--- config.mk ---
export PLATFORM = sky130hd
export DESIGN_NAME = external_hardware_reset
export DESIGN_NICKNAME = d
export VERILOG_FILES = /design/src/verilog/hw_reset_pkg.sv /design/src/verilog/machine_cycle_timer.sv /design/src/verilog/external_hardware_reset.sv
export SDC_FILE = /design/constraint.sdc
export NUM_CORES = 1
export LEC_CHECK = 0
export ABC_AREA = 1
export ABC_CLOCK_PERIOD_IN_PS = 3150
export BUFFER_PORTS_ARGS = -buffer_cell sky130_fd_sc_hd__buf_2
export CAP_MARGIN = 20
export CORE_UTILIZATION = 50
export CTS_CLUSTER_SIZE = 24
export DETAILED_ROUTE_END_ITERATION = 12
export PLACE_DENSITY_LB_ADDON = 0.25
export SETUP_SLACK_MARGIN = 0.4
export SYNTH_ARGS = -nofsm -noshare
export SYNTH_HDL_FRONTEND = slang
export SYNTH_SLANG_ARGS = --single-unit
--- constraint.sdc ---
create_clock -name clk -period 3.15 [get_ports clk]
set_input_delay 0.7875 -clock clk [delete_from_list [all_inputs] [get_ports clk]]
set_output_delay 0.7875 -clock clk [all_outputs]
set_load 0.01 [all_outputs]
--- src/verilog/hw_reset_pkg.sv ---
package hw_reset_pkg;

    // machine cycle: six oscillator periods, index 0 is state 5
    localparam int          OSC_PER_MCYCLE = 6;
    localparam logic [2:0]  STATE_LAST     = 3'h5;
    localparam logic [2:0]  STATE_S5       = 3'h0;
    localparam logic [2:0]  STATE_RESET    = 3'h0;

    // defaults applied by the internal reset
    localparam logic [15:0] RESET_PC       = 16'h0000;
    localparam logic [7:0]  PORT_RESET     = 8'hff;
    localparam int          NUM_PORTS      = 5;

    // synchronised pin vector positions
    localparam int          PIN_RESET      = 0;
    localparam int          PIN_ALE        = 1;
    localparam int          PIN_FETCH      = 2;
    localparam int          NUM_PINS       = 3;

    // idle levels of the strobe pins when driven
    localparam logic        ALE_IDLE       = 1'b0;
    localparam logic        FETCH_IDLE     = 1'b1;

    typedef struct packed {
        logic [7:0] p4;
        logic [7:0] p3;
        logic [7:0] p2;
        logic [7:0] p1;
        logic [7:0] p0;
    } port_latch_t;

    typedef struct packed {
        logic       valid;
        logic [2:0] port;
        logic [7:0] data;
    } port_write_t;

    typedef struct packed {
        logic [7:0] p0PullLow;
        logic [7:0] p1Level;
        logic [7:0] p2Level;
        logic [7:0] p3Level;
        logic [7:0] p4Level;
    } port_drive_t;

endpackage : hw_reset_pkg

--- src/verilog/machine_cycle_timer.sv ---
`timescale 1ns/1ps
`default_nettype none

module machine_cycle_timer
(
    input  wire logic       clk,
    input  wire logic       rst,
    output var  logic [2:0] stateNum,
    output var  logic       tick
);

    logic [2:0] count_ff;
    logic       tick_ff;
    wire  logic atLast = (count_ff == hw_reset_pkg::STATE_LAST);
    wire  logic [2:0] nxt_count = atLast ? hw_reset_pkg::STATE_S5 : count_ff + 3'h1;

    // tick marks state 5: sample, strobe and release all share it
    always_ff @(posedge clk)
    begin
        if (rst)
        begin
            count_ff <= hw_reset_pkg::STATE_RESET;
            tick_ff  <= 1'b0;
        end
        else
        begin
            count_ff <= nxt_count;
            tick_ff  <= atLast;
        end
    end

    assign stateNum = count_ff;
    assign tick     = tick_ff;
endmodule : machine_cycle_timer

`default_nettype wire

--- src/verilog/external_hardware_reset.sv ---
// Behaviour
// high reset pin asserts, synchronised first
// source holds pin twelve oscillator periods
// reset in second cycle, repeated while high
// strobe pins become inputs during reset
// outside logic leaves strobe pins undriven
// power-up hold: oscillator start plus two
// execution starts at address zero
// reset loads ports 0-4 with ones
// port 0 floats, ports 1-4 drive one
// reset loads special registers with defaults
// reset leaves internal memories untouched
// watchdog and oscillator watchdog also reset
// reset ends power-down mode
// pin sampled once per cycle, state 5
// release seen at sample, run next state 5
// six-clock machine cycle, boundary-aligned changes
`timescale 1ns/1ps
`default_nettype none

module external_hardware_reset
(
    input  wire logic                      clk,
    input  wire logic                      rst,
    input  wire logic                      resetPin,
    input  wire logic                      wdtResetReq,
    input  wire logic                      oscWdtResetReq,
    input  wire logic                      enterPowerDown,
    input  wire hw_reset_pkg::port_write_t portWrite,
    input  wire logic                      aleIn,
    input  wire logic                      programFetchStrobeIn,
    output var  logic                      aleOut,
    output var  logic                      aleOe,
    output var  logic                      programFetchStrobeOut,
    output var  logic                      programFetchStrobeOe,
    output var  logic                      sysReset,
    output var  logic                      sfrLoadDefaults,
    output var  logic                      fetchStart,
    output var  logic [15:0]               fetchAddr,
    output var  logic                      ramWriteBlock,
    output var  logic                      powerDown,
    output var  logic                      testModeHazard,
    output var  hw_reset_pkg::port_latch_t portLatch,
    output var  hw_reset_pkg::port_drive_t portDrive
);

    logic [hw_reset_pkg::NUM_PINS-1:0] pinMeta_ff;
    logic [hw_reset_pkg::NUM_PINS-1:0] pinSync_ff;
    logic                              tick;
    logic [2:0]                        stateNum;
    logic                              armed_ff;
    logic                              inReset_ff;
    logic                              oe_ff;
    logic                              releasePending_ff;
    logic                              strobe_ff;
    logic                              fetchStart_ff;
    logic [15:0]                       fetchAddr_ff;
    logic                              powerDown_ff;
    logic                              hazard_ff;
    hw_reset_pkg::port_latch_t         latch_ff;
    hw_reset_pkg::port_drive_t         drive_ff;

    wire hw_reset_pkg::port_latch_t nxt_latch;
    wire hw_reset_pkg::port_drive_t nxt_drive;

    // asynchronous pins pass two flops before anything reads them
    genvar gi;
    generate
        for (gi = 0; gi < hw_reset_pkg::NUM_PINS; gi++)
        begin : g_sync
            wire logic pinRaw = (gi == hw_reset_pkg::PIN_RESET) ? resetPin :
                                (gi == hw_reset_pkg::PIN_ALE)   ? aleIn : programFetchStrobeIn;
            always_ff @(posedge clk)
            begin
                pinMeta_ff[gi] <= pinRaw;
                pinSync_ff[gi] <= pinMeta_ff[gi];
            end
        end
    endgenerate

    machine_cycle_timer u_timer
    (
        .clk      (clk),
        .rst      (rst),
        .stateNum (stateNum),
        .tick     (tick)
    );

    // internal sources join the pin at the same sample point
    wire logic reqNow     = pinSync_ff[hw_reset_pkg::PIN_RESET] | wdtResetReq | oscWdtResetReq;
    wire logic sampleHigh = tick & reqNow;
    wire logic sampleLow  = tick & !reqNow;
    wire logic doStrobe   = sampleHigh & (armed_ff | inReset_ff);
    wire logic doRelease  = sampleLow & inReset_ff & releasePending_ff;
    // a lone sample cannot start a reset: outside reset, pulses of six clocks or fewer are rejected
    wire logic nxt_armed  = tick ? reqNow : armed_ff;
    wire logic nxt_inRst  = doStrobe | (inReset_ff & !doRelease);
    wire logic nxt_relPnd = tick ? (!reqNow & inReset_ff & !releasePending_ff) : releasePending_ff;
    wire logic wrHit      = portWrite.valid & !inReset_ff & !doStrobe;
    wire logic nxt_pd     = doStrobe ? 1'b0 : (powerDown_ff | (enterPowerDown & !inReset_ff));
    wire logic strobePinLow = !pinSync_ff[hw_reset_pkg::PIN_FETCH] | pinSync_ff[hw_reset_pkg::PIN_ALE];

    generate
        for (gi = 0; gi < hw_reset_pkg::NUM_PORTS; gi++)
        begin : g_port
            wire logic       wrThis = wrHit & (portWrite.port == 3'(gi));
            wire logic [7:0] cur    = latch_ff[gi*8 +: 8];
            assign nxt_latch[gi*8 +: 8] = doStrobe ? hw_reset_pkg::PORT_RESET :
                                          wrThis   ? portWrite.data : cur;
        end
    endgenerate

    // port 0 is open drain: a one in the latch leaves the line floating
    assign nxt_drive.p0PullLow = ~nxt_latch.p0;
    assign nxt_drive.p1Level   = nxt_latch.p1;
    assign nxt_drive.p2Level   = nxt_latch.p2;
    assign nxt_drive.p3Level   = nxt_latch.p3;
    assign nxt_drive.p4Level   = nxt_latch.p4;

    always_ff @(posedge clk)
    begin
        if (rst)
        begin
            armed_ff          <= 1'b0;
            inReset_ff        <= 1'b1;
            oe_ff             <= 1'b0;
            releasePending_ff <= 1'b0;
            strobe_ff         <= 1'b1;
            fetchStart_ff     <= 1'b0;
            fetchAddr_ff      <= hw_reset_pkg::RESET_PC;
            powerDown_ff      <= 1'b0;
            hazard_ff         <= 1'b0;
            latch_ff          <= {hw_reset_pkg::NUM_PORTS{hw_reset_pkg::PORT_RESET}};
            drive_ff          <= '{8'h00, 8'hff, 8'hff, 8'hff, 8'hff};
        end
        else
        begin
            armed_ff          <= nxt_armed;
            inReset_ff        <= nxt_inRst;
            oe_ff             <= !nxt_inRst;
            releasePending_ff <= nxt_relPnd;
            strobe_ff         <= doStrobe;
            fetchStart_ff     <= doRelease;
            fetchAddr_ff      <= nxt_inRst ? hw_reset_pkg::RESET_PC : fetchAddr_ff;
            powerDown_ff      <= nxt_pd;
            hazard_ff         <= inReset_ff & strobePinLow;
            latch_ff          <= nxt_latch;
            drive_ff          <= nxt_drive;
        end
    end

    // strobes released from input mode only once execution begins
    // own flop, so the direction turns on the same edge as sysReset
    assign aleOe                 = oe_ff;
    assign programFetchStrobeOe  = oe_ff;
    assign aleOut                = hw_reset_pkg::ALE_IDLE;
    assign programFetchStrobeOut = hw_reset_pkg::FETCH_IDLE;
    assign sysReset              = inReset_ff;
    assign sfrLoadDefaults       = strobe_ff;
    assign fetchStart            = fetchStart_ff;
    assign fetchAddr             = fetchAddr_ff;
    // memories have no reset path; writes are only blocked meanwhile
    assign ramWriteBlock         = inReset_ff;
    assign powerDown             = powerDown_ff;
    assign testModeHazard        = hazard_ff;
    assign portLatch             = latch_ff;
    assign portDrive             = drive_ff;
endmodule : external_hardware_reset

`default_nettype wire

==> metrics.csv, run 1 <==
stage,metric,value,unit
run_status,run_status,completed,
setup_path,criticalPathCategory,in -> reg,
synthesis,synth_adder_area_share,0.00906,
die,ios,126,
setup_path,required,3340,ps
placement,port_buffers,107,
setup_path,critPathArrivalTime,2120,ps
final_layout,finalNetCount,427,
timing,slew-limit-headroom,0.467,
synthesis,ys_ff_latch,66,
global_routing,grt_pass1_vias,2043,
timing,fin_worst_skew,9.82,ps
power,p_per_area,551,nW/um^2
die,die_h,76.3,um
final_layout,mostFrequentLayoutCells,"107 x buf_2, 66 x dfxtp_1, 53 x nand2_1, 45 x nand3_1, 40 x nand4_1",
clock_tree,postCtsResizedCells,0,
power,power,1800,uW
timing,hold_violations,0,
die,core_area,5200,sq um
synthesis,synthArstFlopShare,0,
synthesis,netlist-cell-type-count,23,
power,ir_drop,0.304,mV
synthesis,yosysTopAreaCell,dfxtp_1,
clock_tree,clk_pin_slew_worst_paths,70,ps
clock_tree,cts_buffer_depth,2,
timing,setup_tns,0,ps
final_layout,final_common_cell,buf_2,
synthesis,synthTopCellsByArea,"dfxtp_1 48%, buf_4 14%, nand4_1 9.1%",
clock_tree,cts_setup_buffers,0,
synthesis,synthesis.area,2760,sq um
placement,place_congestion,0.788,
clock_tree,cts_buffers,9,
die,die_w,76.3,um
setup_path,cp_max_fo,45,
synthesis,synth_cells,332,
final_layout,drive_gt1_frac,0.337,
global_routing,grt_overflow_total,0,
detailed_routing,dr.pass1.iters,4,
setup_path,critPathSlowestCell,buf_4,
detailed_routing,drt_iter0_drc,241,
timing,worst_pin_slew,799,ps
synthesis,synth_compound_area_frac,0.0145,
synthesis,synth_xor_area_frac,0.00317,
setup_path,cp-start-kind,input port,
die,die-area,5820,sq um
clock_tree,cts_root_buf,clkbuf_8,
clock_tree,postCtsHoldBufs,0,
detailed_routing,wl,6140,um
global_routing,grt_max_degree,50,
setup_path,path_cells,buf_2 -> nor2_1 -> nand2_1 -> nand2_2 -> buf_4 -> nand3_1 -> nand2_1 -> nand3_1,
clock_tree,cts_tree,built,
synthesis,ys.flop_type,dfxtp_1,
synthesis,synth_top_area_frac,0.478,
final_layout,antenna_cells,0,
clock_tree,htree_levels,3,
timing,period_share,0.612,
setup_path,critPathCaptureType,flip-flop,
clock_tree,clock_sinks,66,
clock_tree,clock_latency,340,ps
detailed_routing,vias,2387,
synthesis,yosysSeqAreaShare,0.478,
detailed_routing,drc,0,
synthesis,postSynthAreaPerCell,8.32,sq um
synthesis,yosys_warnings,0,
placement,post-dp-hpwl,4210,um
setup_path,cp_slowest_stage_delay,360,ps
power,leakage,0.00159,uW
detailed_routing,ant_nets,0,
detailed_routing,viasPerCell,4.97,
timing,rsz0062_at_grt,false,
die,start_util,0.531,
synthesis,synth-edff-count,0,
detailed_routing,wl_per_cell,12.8,um
die,row_count,26,
synthesis,synthMuxAreaShare,0,
worst_hold_path,hold_path_class,reg -> reg,
synthesis,synth_top_family_by_area,simple AND/OR/NAND/NOR gates,
timing,period_minus_slack,1930,ps
synthesis,synthSimpleGateAreaFrac,0.291,
timing,setup_viol,0,
global_routing,grt_pass1_wl,9900,um
global_routing,antenna_found_initial,0,
flow_run,cap_viol_max_count,0,
timing,max_freq,519,MHz
timing,slew_viol_final,0,
global_routing,grtUsageTotal,0.218,
final_layout,synthToLayoutAreaGrowth,18.3,%
-- path summary, 6_finish.rpt --
check	cells after the start	to	from	slack (ps)
setup / recovery	8	portDrive[21]	wdtResetReq	1220
hold / removal	0	pinSync_ff[2]	pinMeta_ff[2]	330
setup reg to reg	4	portDrive[21]	ramWriteBlock	1390
hold reg to reg	0	pinSync_ff[2]	pinMeta_ff[2]	330
-- synth_stat cells (all sizes together) (2+ instances only) --
cell    count
dfxtp      66
buf        59
nand2      55
nand3      46
nand4      40
inv        25
nor2       20
clkbuf      6
nor3        3
o21ai       3
a21oi       2
conb        2
ha          2
-- cell type report --
type,count,area [sq um]
clock buffer,11,151
clock inverter,5,100
fill,468,1940
inverter,25,93.8
multi-input combinational,192,946
sequential,66,1320
tap,70,87.6
timing repair buffer,111,566
-- stage by stage --
step           hold slack, ps  area, sq um  std cells  setup WS [ps]  utilization
5_1_grt                   340         3270        480           1070        0.627
3_3_place_gp              313         3010        464            963        0.579
6_report                  328         3270        480           1220        0.627
4_1_cts                   331         3270        480           1280        0.627
3_5_place_dp              314         3010        464            929        0.579
2_1_floorplan             310         2820        348           1460            -
-- cells by family (layout without fill, tap and decap cells) --
family,Yosys count,after routing
compound gates,7,7
buf+inv,90,152
xor+xnor,1,1
simple gates,164,164
flops,66,66
fa+ha+maj,2,2
other cells,2,18
-- worst max-delay path, delay by kind of cell --
| kind | cells | cell delay, ps |
|---|---|---|
| buffers and inverters | 2 | 460 |
| AND/OR/NAND/NOR | 6 | 860 |
-- where the power goes --
| group | total [uW] | switching [uW] | internal (uW) | leakage (uW) |
|---|---|---|---|---|
| Sequential | 848 | 3.70 | 844 | 0.000537 |
| Clock | 877 | 311 | 566 | 0.000129 |
| Combinational | 74.0 | 55.4 | 18.6 | 0.000921 |
| Total | 1800 | 370 | 1430 | 0.00159 |
-- metal layers --
metal | vias up | wire length, um | track usage
met5 | - | 0 | 0
met4 | 0 | 170 | 0.133
met3 | 18 | 480 | 0.0479
met2 | 119 | 2710 | 0.320
met1 | 1069 | 2780 | 0.290
li1 | 1181 | - | -
-- sequential cells by signal (all words and copies together), names as in the netlist --
name               cells
aleOe                  1
armed_ff               1
fetchStart             1
g_port.cur            16
pinMeta_ff             3
pinSync_ff             3
portDrive             32
powerDown              1
ramWriteBlock          1
releasePending_ff      1
sfrLoadDefaults        1
testModeHazard         1
u_timer.stateNum       3
u_timer.tick           1
Power figures use the tool's default switching activity.
==> run 2, diff against run 1 <==
Settings changed: ABC_CLOCK_PERIOD_IN_PS 3150 to 1800, CORE_UTILIZATION 50 to 46.
Clock period 3.15 ns to 1.8 ns, I/O delays scaled along.
==> run 2 against run 1 <==
  * Non-clock buffer count is 7 higher
  * Largest cell class unchanged
  * Flip-flop and latch count stayed put
  * Routed wire length is 10% higher
  * Die area is 8.5% higher
  * Critical endpoint is now ramWriteBlock
  * Sequential share of layout area is 2.1 points lower
==> metrics.csv, run 2 (synthesis gave the netlist of run 1 again) <==
stage,metric,value,unit
run_status,run_status,completed,
clock_tree,htree_levels,3,
die,start_util,0.489,
placement,port_buffers,107,
detailed_routing,wl,6750,um
final_layout,regArea,1320,sq um
setup_path,cp_max_fo,7,
clock_tree,clock_latency,340,ps
worst_hold_path,hp-start,aleIn,
setup_path,path_depth,1,
final_layout,drive_gt1_frac,0.362,
timing,fin_worst_skew,5.93,ps
die,ios,126,
timing,period_share,0.749,
clock_tree,cts_setup_buffers,0,
timing,hold_violations,0,
detailed_routing,drt_iter0_drc,182,
setup_path,r2r_slack,500,ps
setup_path,reg2reg_from,u_timer.tick,
timing,timing.hold.ws,213,ps
clock_tree,clock_sinks,66,
setup_path,path_cells,buf_2,
detailed_routing,vias,2485,
clock_tree,cts_buffers,9,
timing,period_minus_slack,1350,ps
final_layout,antenna_cells,0,
die,core_area,5640,sq um
timing,setup_tns,0,ps
setup_path,r2r-end,portDrive[39],
setup_path,path_delay_family,flip-flops,
detailed_routing,drc,0,
die,die-area,6320,sq um
power,leakage,0.00165,uW
setup_path,crit_start,ramWriteBlock,
power,power,3010,uW
power,p_per_area,874,nW/um^2
placement,place_area,3080,sq um
die,row_count,27,
final_layout,multi_input_area,991,sq um
global_routing,grtUsageTotal,0.205,
die,die_w,79.5,um
detailed_routing,wl_per_cell,13.8,um
clock_tree,cts_tree,built,
final_layout,fill_cells,496,
setup_path,path_buf_inv,1,
timing,slew_viol_final,0,
die,die_h,79.5,um
setup_path,critPathSlowestCell,dfxtp_2,
detailed_routing,viasPerCell,5.08,
global_routing,antenna_found_initial,0,
final_layout,finalNetCount,434,
detailed_routing,dr.pass1.iters,5,
global_routing,grt_max_degree,50,
power,ir_drop,0.461,mV
setup_path,cp_slowest_stage_delay,410,ps
setup_path,endpoint,ramWriteBlock,
timing,setup_viol,0,
worst_hold_path,hold_path_class,in -> reg,
setup_path,critPathArrivalTime,900,ps
clock_tree,cts_root_buf,clkbuf_8,
setup_path,required,1350,ps
flow_run,cap_viol_max_count,0,
global_routing,grt_pass1_wl,9800,um
final_layout,synthToLayoutAreaGrowth,24.7,%
global_routing,grt_pass1_vias,2078,
placement,post-dp-hpwl,4320,um
global_routing,grt_overflow_total,0,
detailed_routing,ant_nets,0,
final_layout,mostFrequentLayoutCells,"107 x buf_2, 65 x dfxtp_1, 53 x nand2_1, 41 x nand3_1, 40 x nand4_1",
setup_path,r2r_cells,8,
clock_tree,clk_pin_slew_worst_paths,70,ps
placement,place_congestion,0.792,
clock_tree,cts_buffer_depth,2,
timing,rsz0062_at_grt,false,
final_layout,final_cell_area,3440,sq um
timing,max_freq,742,MHz
setup_path,critPathCaptureType,primary output,
final_layout,final_common_cell,buf_2,
setup_path,cp-start-kind,flip-flop,
setup_path,criticalPathCategory,reg -> out,
final_layout,largest_reg_flops,32,
run 2: cell types whose count changed in the layout (fill, tap and decap cells not counted), moves of 2 or more:
cell	before	now
nand3_2	1	3
clkbuf_16	0	4
nand3_1	45	41
nor2_1	15	13
nand3_4	0	2
nor2_2	5	7
buf_12	0	3
run 2: layout make-up:
class | instances | area share
repair buffers | 118 | 0.211
clock buffers | 11 | 0.0410
clock inverters | 5 | 0.0225
multi-input cells | 192 | 0.288
well taps | 72 | 0.0262
inverters | 25 | 0.0280
flip-flops and latches | 66 | 0.384
run 2: power breakdown:
group | total [uW] | leakage (uW) | internal, uW | switching (uW)
Sequential | 1480 | 0.000536 | 1480 | 6.16
Clock | 1360 | 0.000109 | 813 | 549
Combinational | 166 | 0.00100 | 55.8 | 110
Total | 3010 | 0.00165 | 2350 | 666
run 2: per-layer routing:
| metal | vias up | part of all wire | track usage |
|---|---|---|---|
| li1 | 1198 | - | - |
| met1 | 1127 | 0.42 | 0.263 |
| met2 | 146 | 0.47 | 0.303 |
| met3 | 14 | 0.094 | 0.0697 |
| met4 | 0 | 0.019 | 0.100 |
| met5 | - | 0 | 0 |
run 2: what timing repair did:
| item | CTS | global route |
|---|---|---|
| cloned | 0 | 4 |
| pin swaps | 0 | 1 |
| resized for setup | 5 | 6 |
| hold buffers | 0 | 0 |
| setup endpoints to repair | 40 | 47 |
run 2: stage by stage:
stage	cells	util	setup slack, ps
after floorplan	348	-	448
after global placement	469	0.545	170
after detailed placement	469	0.545	120
after CTS	485	0.588	404
after global routing	489	0.611	397
final	489	0.611	451
run 2: worst min-delay path by stage:
stage	cells after the start	slack (ps)	end
after global routing	1	190	pinMeta_ff[0]
after floorplan	0	310	pinSync_ff[0]
after global placement	0	310	pinSync_ff[0]
after detailed placement	0	310	pinSync_ff[2]
after CTS	1	200	pinMeta_ff[1]
final	1	210	pinMeta_ff[1]
==> run 3, diff against run 2 <==
Settings changed: ABC_AREA 1 to 0, ABC_CLOCK_PERIOD_IN_PS 1800 to 1100, CORE_UTILIZATION 46 to 42.
Clock period 1.8 ns to 1.1 ns, I/O delays scaled along.
==> run 3 against run 2 <==
  * The flow now finishes with violations (setup timing)
  * Highest routed layer unchanged
  * Largest cell class unchanged
  * Worst setup slack got worse by 720 ps
  * Synthesized cell count decreased by 15%
  * Clock-buffer cell count decreased by 1
  * First-iteration DRC count decreased by 40%
  * Critical endpoint is now ramWriteBlock
  * Non-clock buffer count increased by 28
==> metrics.csv, run 3 <==
stage,metric,value,unit
run_status,run_status,"complete, but fails checks",
run_status,violations,setup timing,
worst_hold_path,hold_path_class,in -> reg,
global_routing,grt_overflow_total,0,
setup_path,critPathArrivalTime,1620,ps
power,leakage,0.00180,uW
die,ios,126,
clock_tree,cts_root_buf,clkbuf_8,
detailed_routing,ant_nets,0,
die,core_area,6350,sq um
final_layout,finalNetCount,408,
worst_hold_path,holdPathEnd,pinMeta_ff[1],
power,ir_drop,0.915,mV
setup_path,cp_slowest_stage_delay,370,ps
final_layout,fill_cells,480,
synthesis,synth_xor_area_frac,0,
power,p_per_area,1130,nW/um^2
timing,setup_ws,-271,ps
clock_tree,postCtsHoldBufs,0,
detailed_routing,drc,0,
clock_tree,clock_sinks,66,
setup_path,r2r-end,ramWriteBlock,
die,die_w,82.9,um
setup_path,r2r_slack,-270,ps
synthesis,yosysSeqAreaShare,0.480,
setup_path,path_cells,buf_4 -> o21ai_2 -> o21ba_4 -> buf_4 -> inv_4 -> a21o_1,
synthesis,synthArstFlopShare,0,
global_routing,grt_pass1_wl,10600,um
synthesis,post-synth-top-count-cell,dfxtp_1,
global_routing,antenna_found_initial,0,
detailed_routing,wl_met1,2900,um
clock_tree,cts_buffer_depth,2,
die,die-area,6880,sq um
synthesis,synthSimpleGateAreaFrac,0.101,
synthesis,yosys_warnings,0,
placement,port_buffers,107,
timing,period_minus_slack,1370,ps
worst_hold_path,hold_path_depth,1,
worst_hold_path,hp-start,aleIn,
synthesis,synthMuxAreaShare,0.00364,
power,power,4810,uW
detailed_routing,wl_met2,3510,um
setup_path,critPathCaptureType,flip-flop,
global_routing,grt_pass1_vias,2128,
final_layout,antenna_cells,0,
setup_path,r2r_cells,6,
synthesis,ys.flop_type,dfxtp_1,
die,start_util,0.433,
setup_path,reg2reg_from,ramWriteBlock,
setup_path,required,1350,ps
placement,post-dp-hpwl,4200,um
die,row_count,29,
synthesis,synth_compound_area_frac,0.206,
final_layout,fin_util,0.673,
final_layout,largest_reg_flops,32,
timing,timing.hold.ws,18.7,ps
clock_tree,cts_buffers,9,
timing,max_freq,729,MHz
synthesis,synth_cells,282,
timing,hold_violations,0,
synthesis,postSynthAreaPerCell,9.76,sq um
detailed_routing,wl,6940,um
clock_tree,clock_latency,350,ps
clock_tree,htree_levels,3,
synthesis,ys_ff_latch,66,
synthesis,yosysTopAreaCell,dfxtp_1,
flow_run,cap_viol_max_count,0,
timing,fin_worst_skew,9.88,ps
final_layout,final_common_cell,buf_6,
synthesis,synth_top_family_by_area,compound AO/OA/AOI/OAI gates,
clock_tree,clk_pin_slew_worst_paths,80,ps
detailed_routing,vias,2377,
synthesis,synth_adder_area_share,0.00910,
clock_tree,cts_tree,built,
setup_path,cp-start-kind,flip-flop,
timing,rsz0062_at_grt,true,
detailed_routing,wl_met3,425,um
final_layout,synthToLayoutAreaGrowth,55.3,%
final_layout,mostFrequentLayoutCells,"85 x buf_6, 33 x dfxtp_2, 30 x o311ai_1, 30 x buf_4, 26 x buf_2",
synthesis,synthTopCellsByCount,"66 x dfxtp_1, 52 x buf_4, 33 x o21ai_1",
setup_path,critPathSlowestCell,dfxtp_4,
synthesis,synthesis.area,2750,sq um
detailed_routing,wl_per_cell,14.8,um
timing,setup_viol,64,
global_routing,grtUsageTotal,0.200,
detailed_routing,viasPerCell,5.08,
setup_path,criticalPathCategory,reg -> reg,
setup_path,cp_max_fo,9,
detailed_routing,drt_iter0_drc,109,
timing,slew_viol_final,0,
die,die_h,82.9,um
final_layout,drive_gt1_frac,0.639,
synthesis,netlist-cell-type-count,31,
placement,place_congestion,0.778,
synthesis,synthTopCellsByArea,"dfxtp_1 48%, buf_4 14%, o311ai_1 9.5%",
detailed_routing,highest_layer,met4,
timing,period_share,1.25,
synthesis,synth-edff-count,0,
detailed_routing,dr.pass1.iters,4,
setup_path,path_common_cell,buf_4,
synthesis,synth_top_area_frac,0.480,
global_routing,grt_max_degree,33,
## run 3: cell count changes in the layout (fill, tap and decap cells not counted), moves of 17 or more
cell and change:
buf_2 -81, o21ai_1 +24, buf_4 +26, buf_6 +85, nand3_1 -26, dfxtp_2 +32, nand2_1 -53, dfxtp_1 -52
o21ai_2 +17, o311ai_1 +30, dfxtp_4 +20, nand4_1 -40
## run 3: report_power, final
part           leakage (uW)  switching (uW)  internal (uW)
Sequential         0.000529            17.4           2370
Combinational       0.00118             203            122
Clock             0.0000988             992           1110
## run 3: repair_timing
item,in CTS,in global routing
setup buffers,15,1
resized for setup,100,20
gates cloned,1,2
endpoints found under the setup margin,148,148
pin swaps,5,4
## run 3: stage by stage
stage / setup slack, ps / area (sq um) / instances / TNS [ps]
2_1_floorplan: -390 / 3120 / 298 / -10280
3_3_place_gp: -355 / 3300 / 433 / -12790
3_5_place_dp: -383 / 3300 / 433 / -13620
4_1_cts: -262 / 4170 / 465 / -11160
5_1_grt: -328 / 4270 / 468 / -17000
6_report: -271 / 4270 / 468 / -12960
## run 3: worst max-delay path: cells and delay by family (launching register included)
| family | cells | cell delay (ps) |
|---|---|---|
| flip-flops | 1 | 370 |
| buffers and inverters | 3 | 340 |
| AO/OA/AOI/OAI | 3 | 550 |
## run 3: final cells by class
cell class,instances,area (sq um),area share
Multi-Input combinational cell,149,1060,0.249
Tap cell,77,96.3,0.0225
Clock inverter,6,65.1,0.0152
Clock buffer,10,138,0.0322
Sequential cell,66,1440,0.336
Timing Repair Buffer,146,1420,0.332
Inverter,14,55.1,0.0129
## run 3: how the worst max path moves through the flow
stage                  startpoint          endpoint  slack [ps]
floorplan           ramWriteBlock  g_port[4].cur[5]        -390
global placement     portWrite[8]  g_port[4].cur[5]        -350
detailed placement   portWrite[8]  g_port[4].cur[6]        -380
CTS                 ramWriteBlock  g_port[4].cur[5]        -260
global route        ramWriteBlock     portDrive[26]        -330
finish              ramWriteBlock     ramWriteBlock        -270
## run 3: cells by family after synthesis
kind of cell,Yosys count
buffers and inverters,84
flip-flops,66
AND/OR/NAND/NOR,48
AO/OA/AOI/OAI,79
adder cells (fa/ha/maj),2
multiplexers,1
other,2
## run 3: metal layers
metal / global-route usage / vias up
li1: - / 1164
met1: 0.241 / 1107
met2: 0.333 / 95
met3: 0.0467 / 11
met4: 0.103 / 0
met5: 0 / -
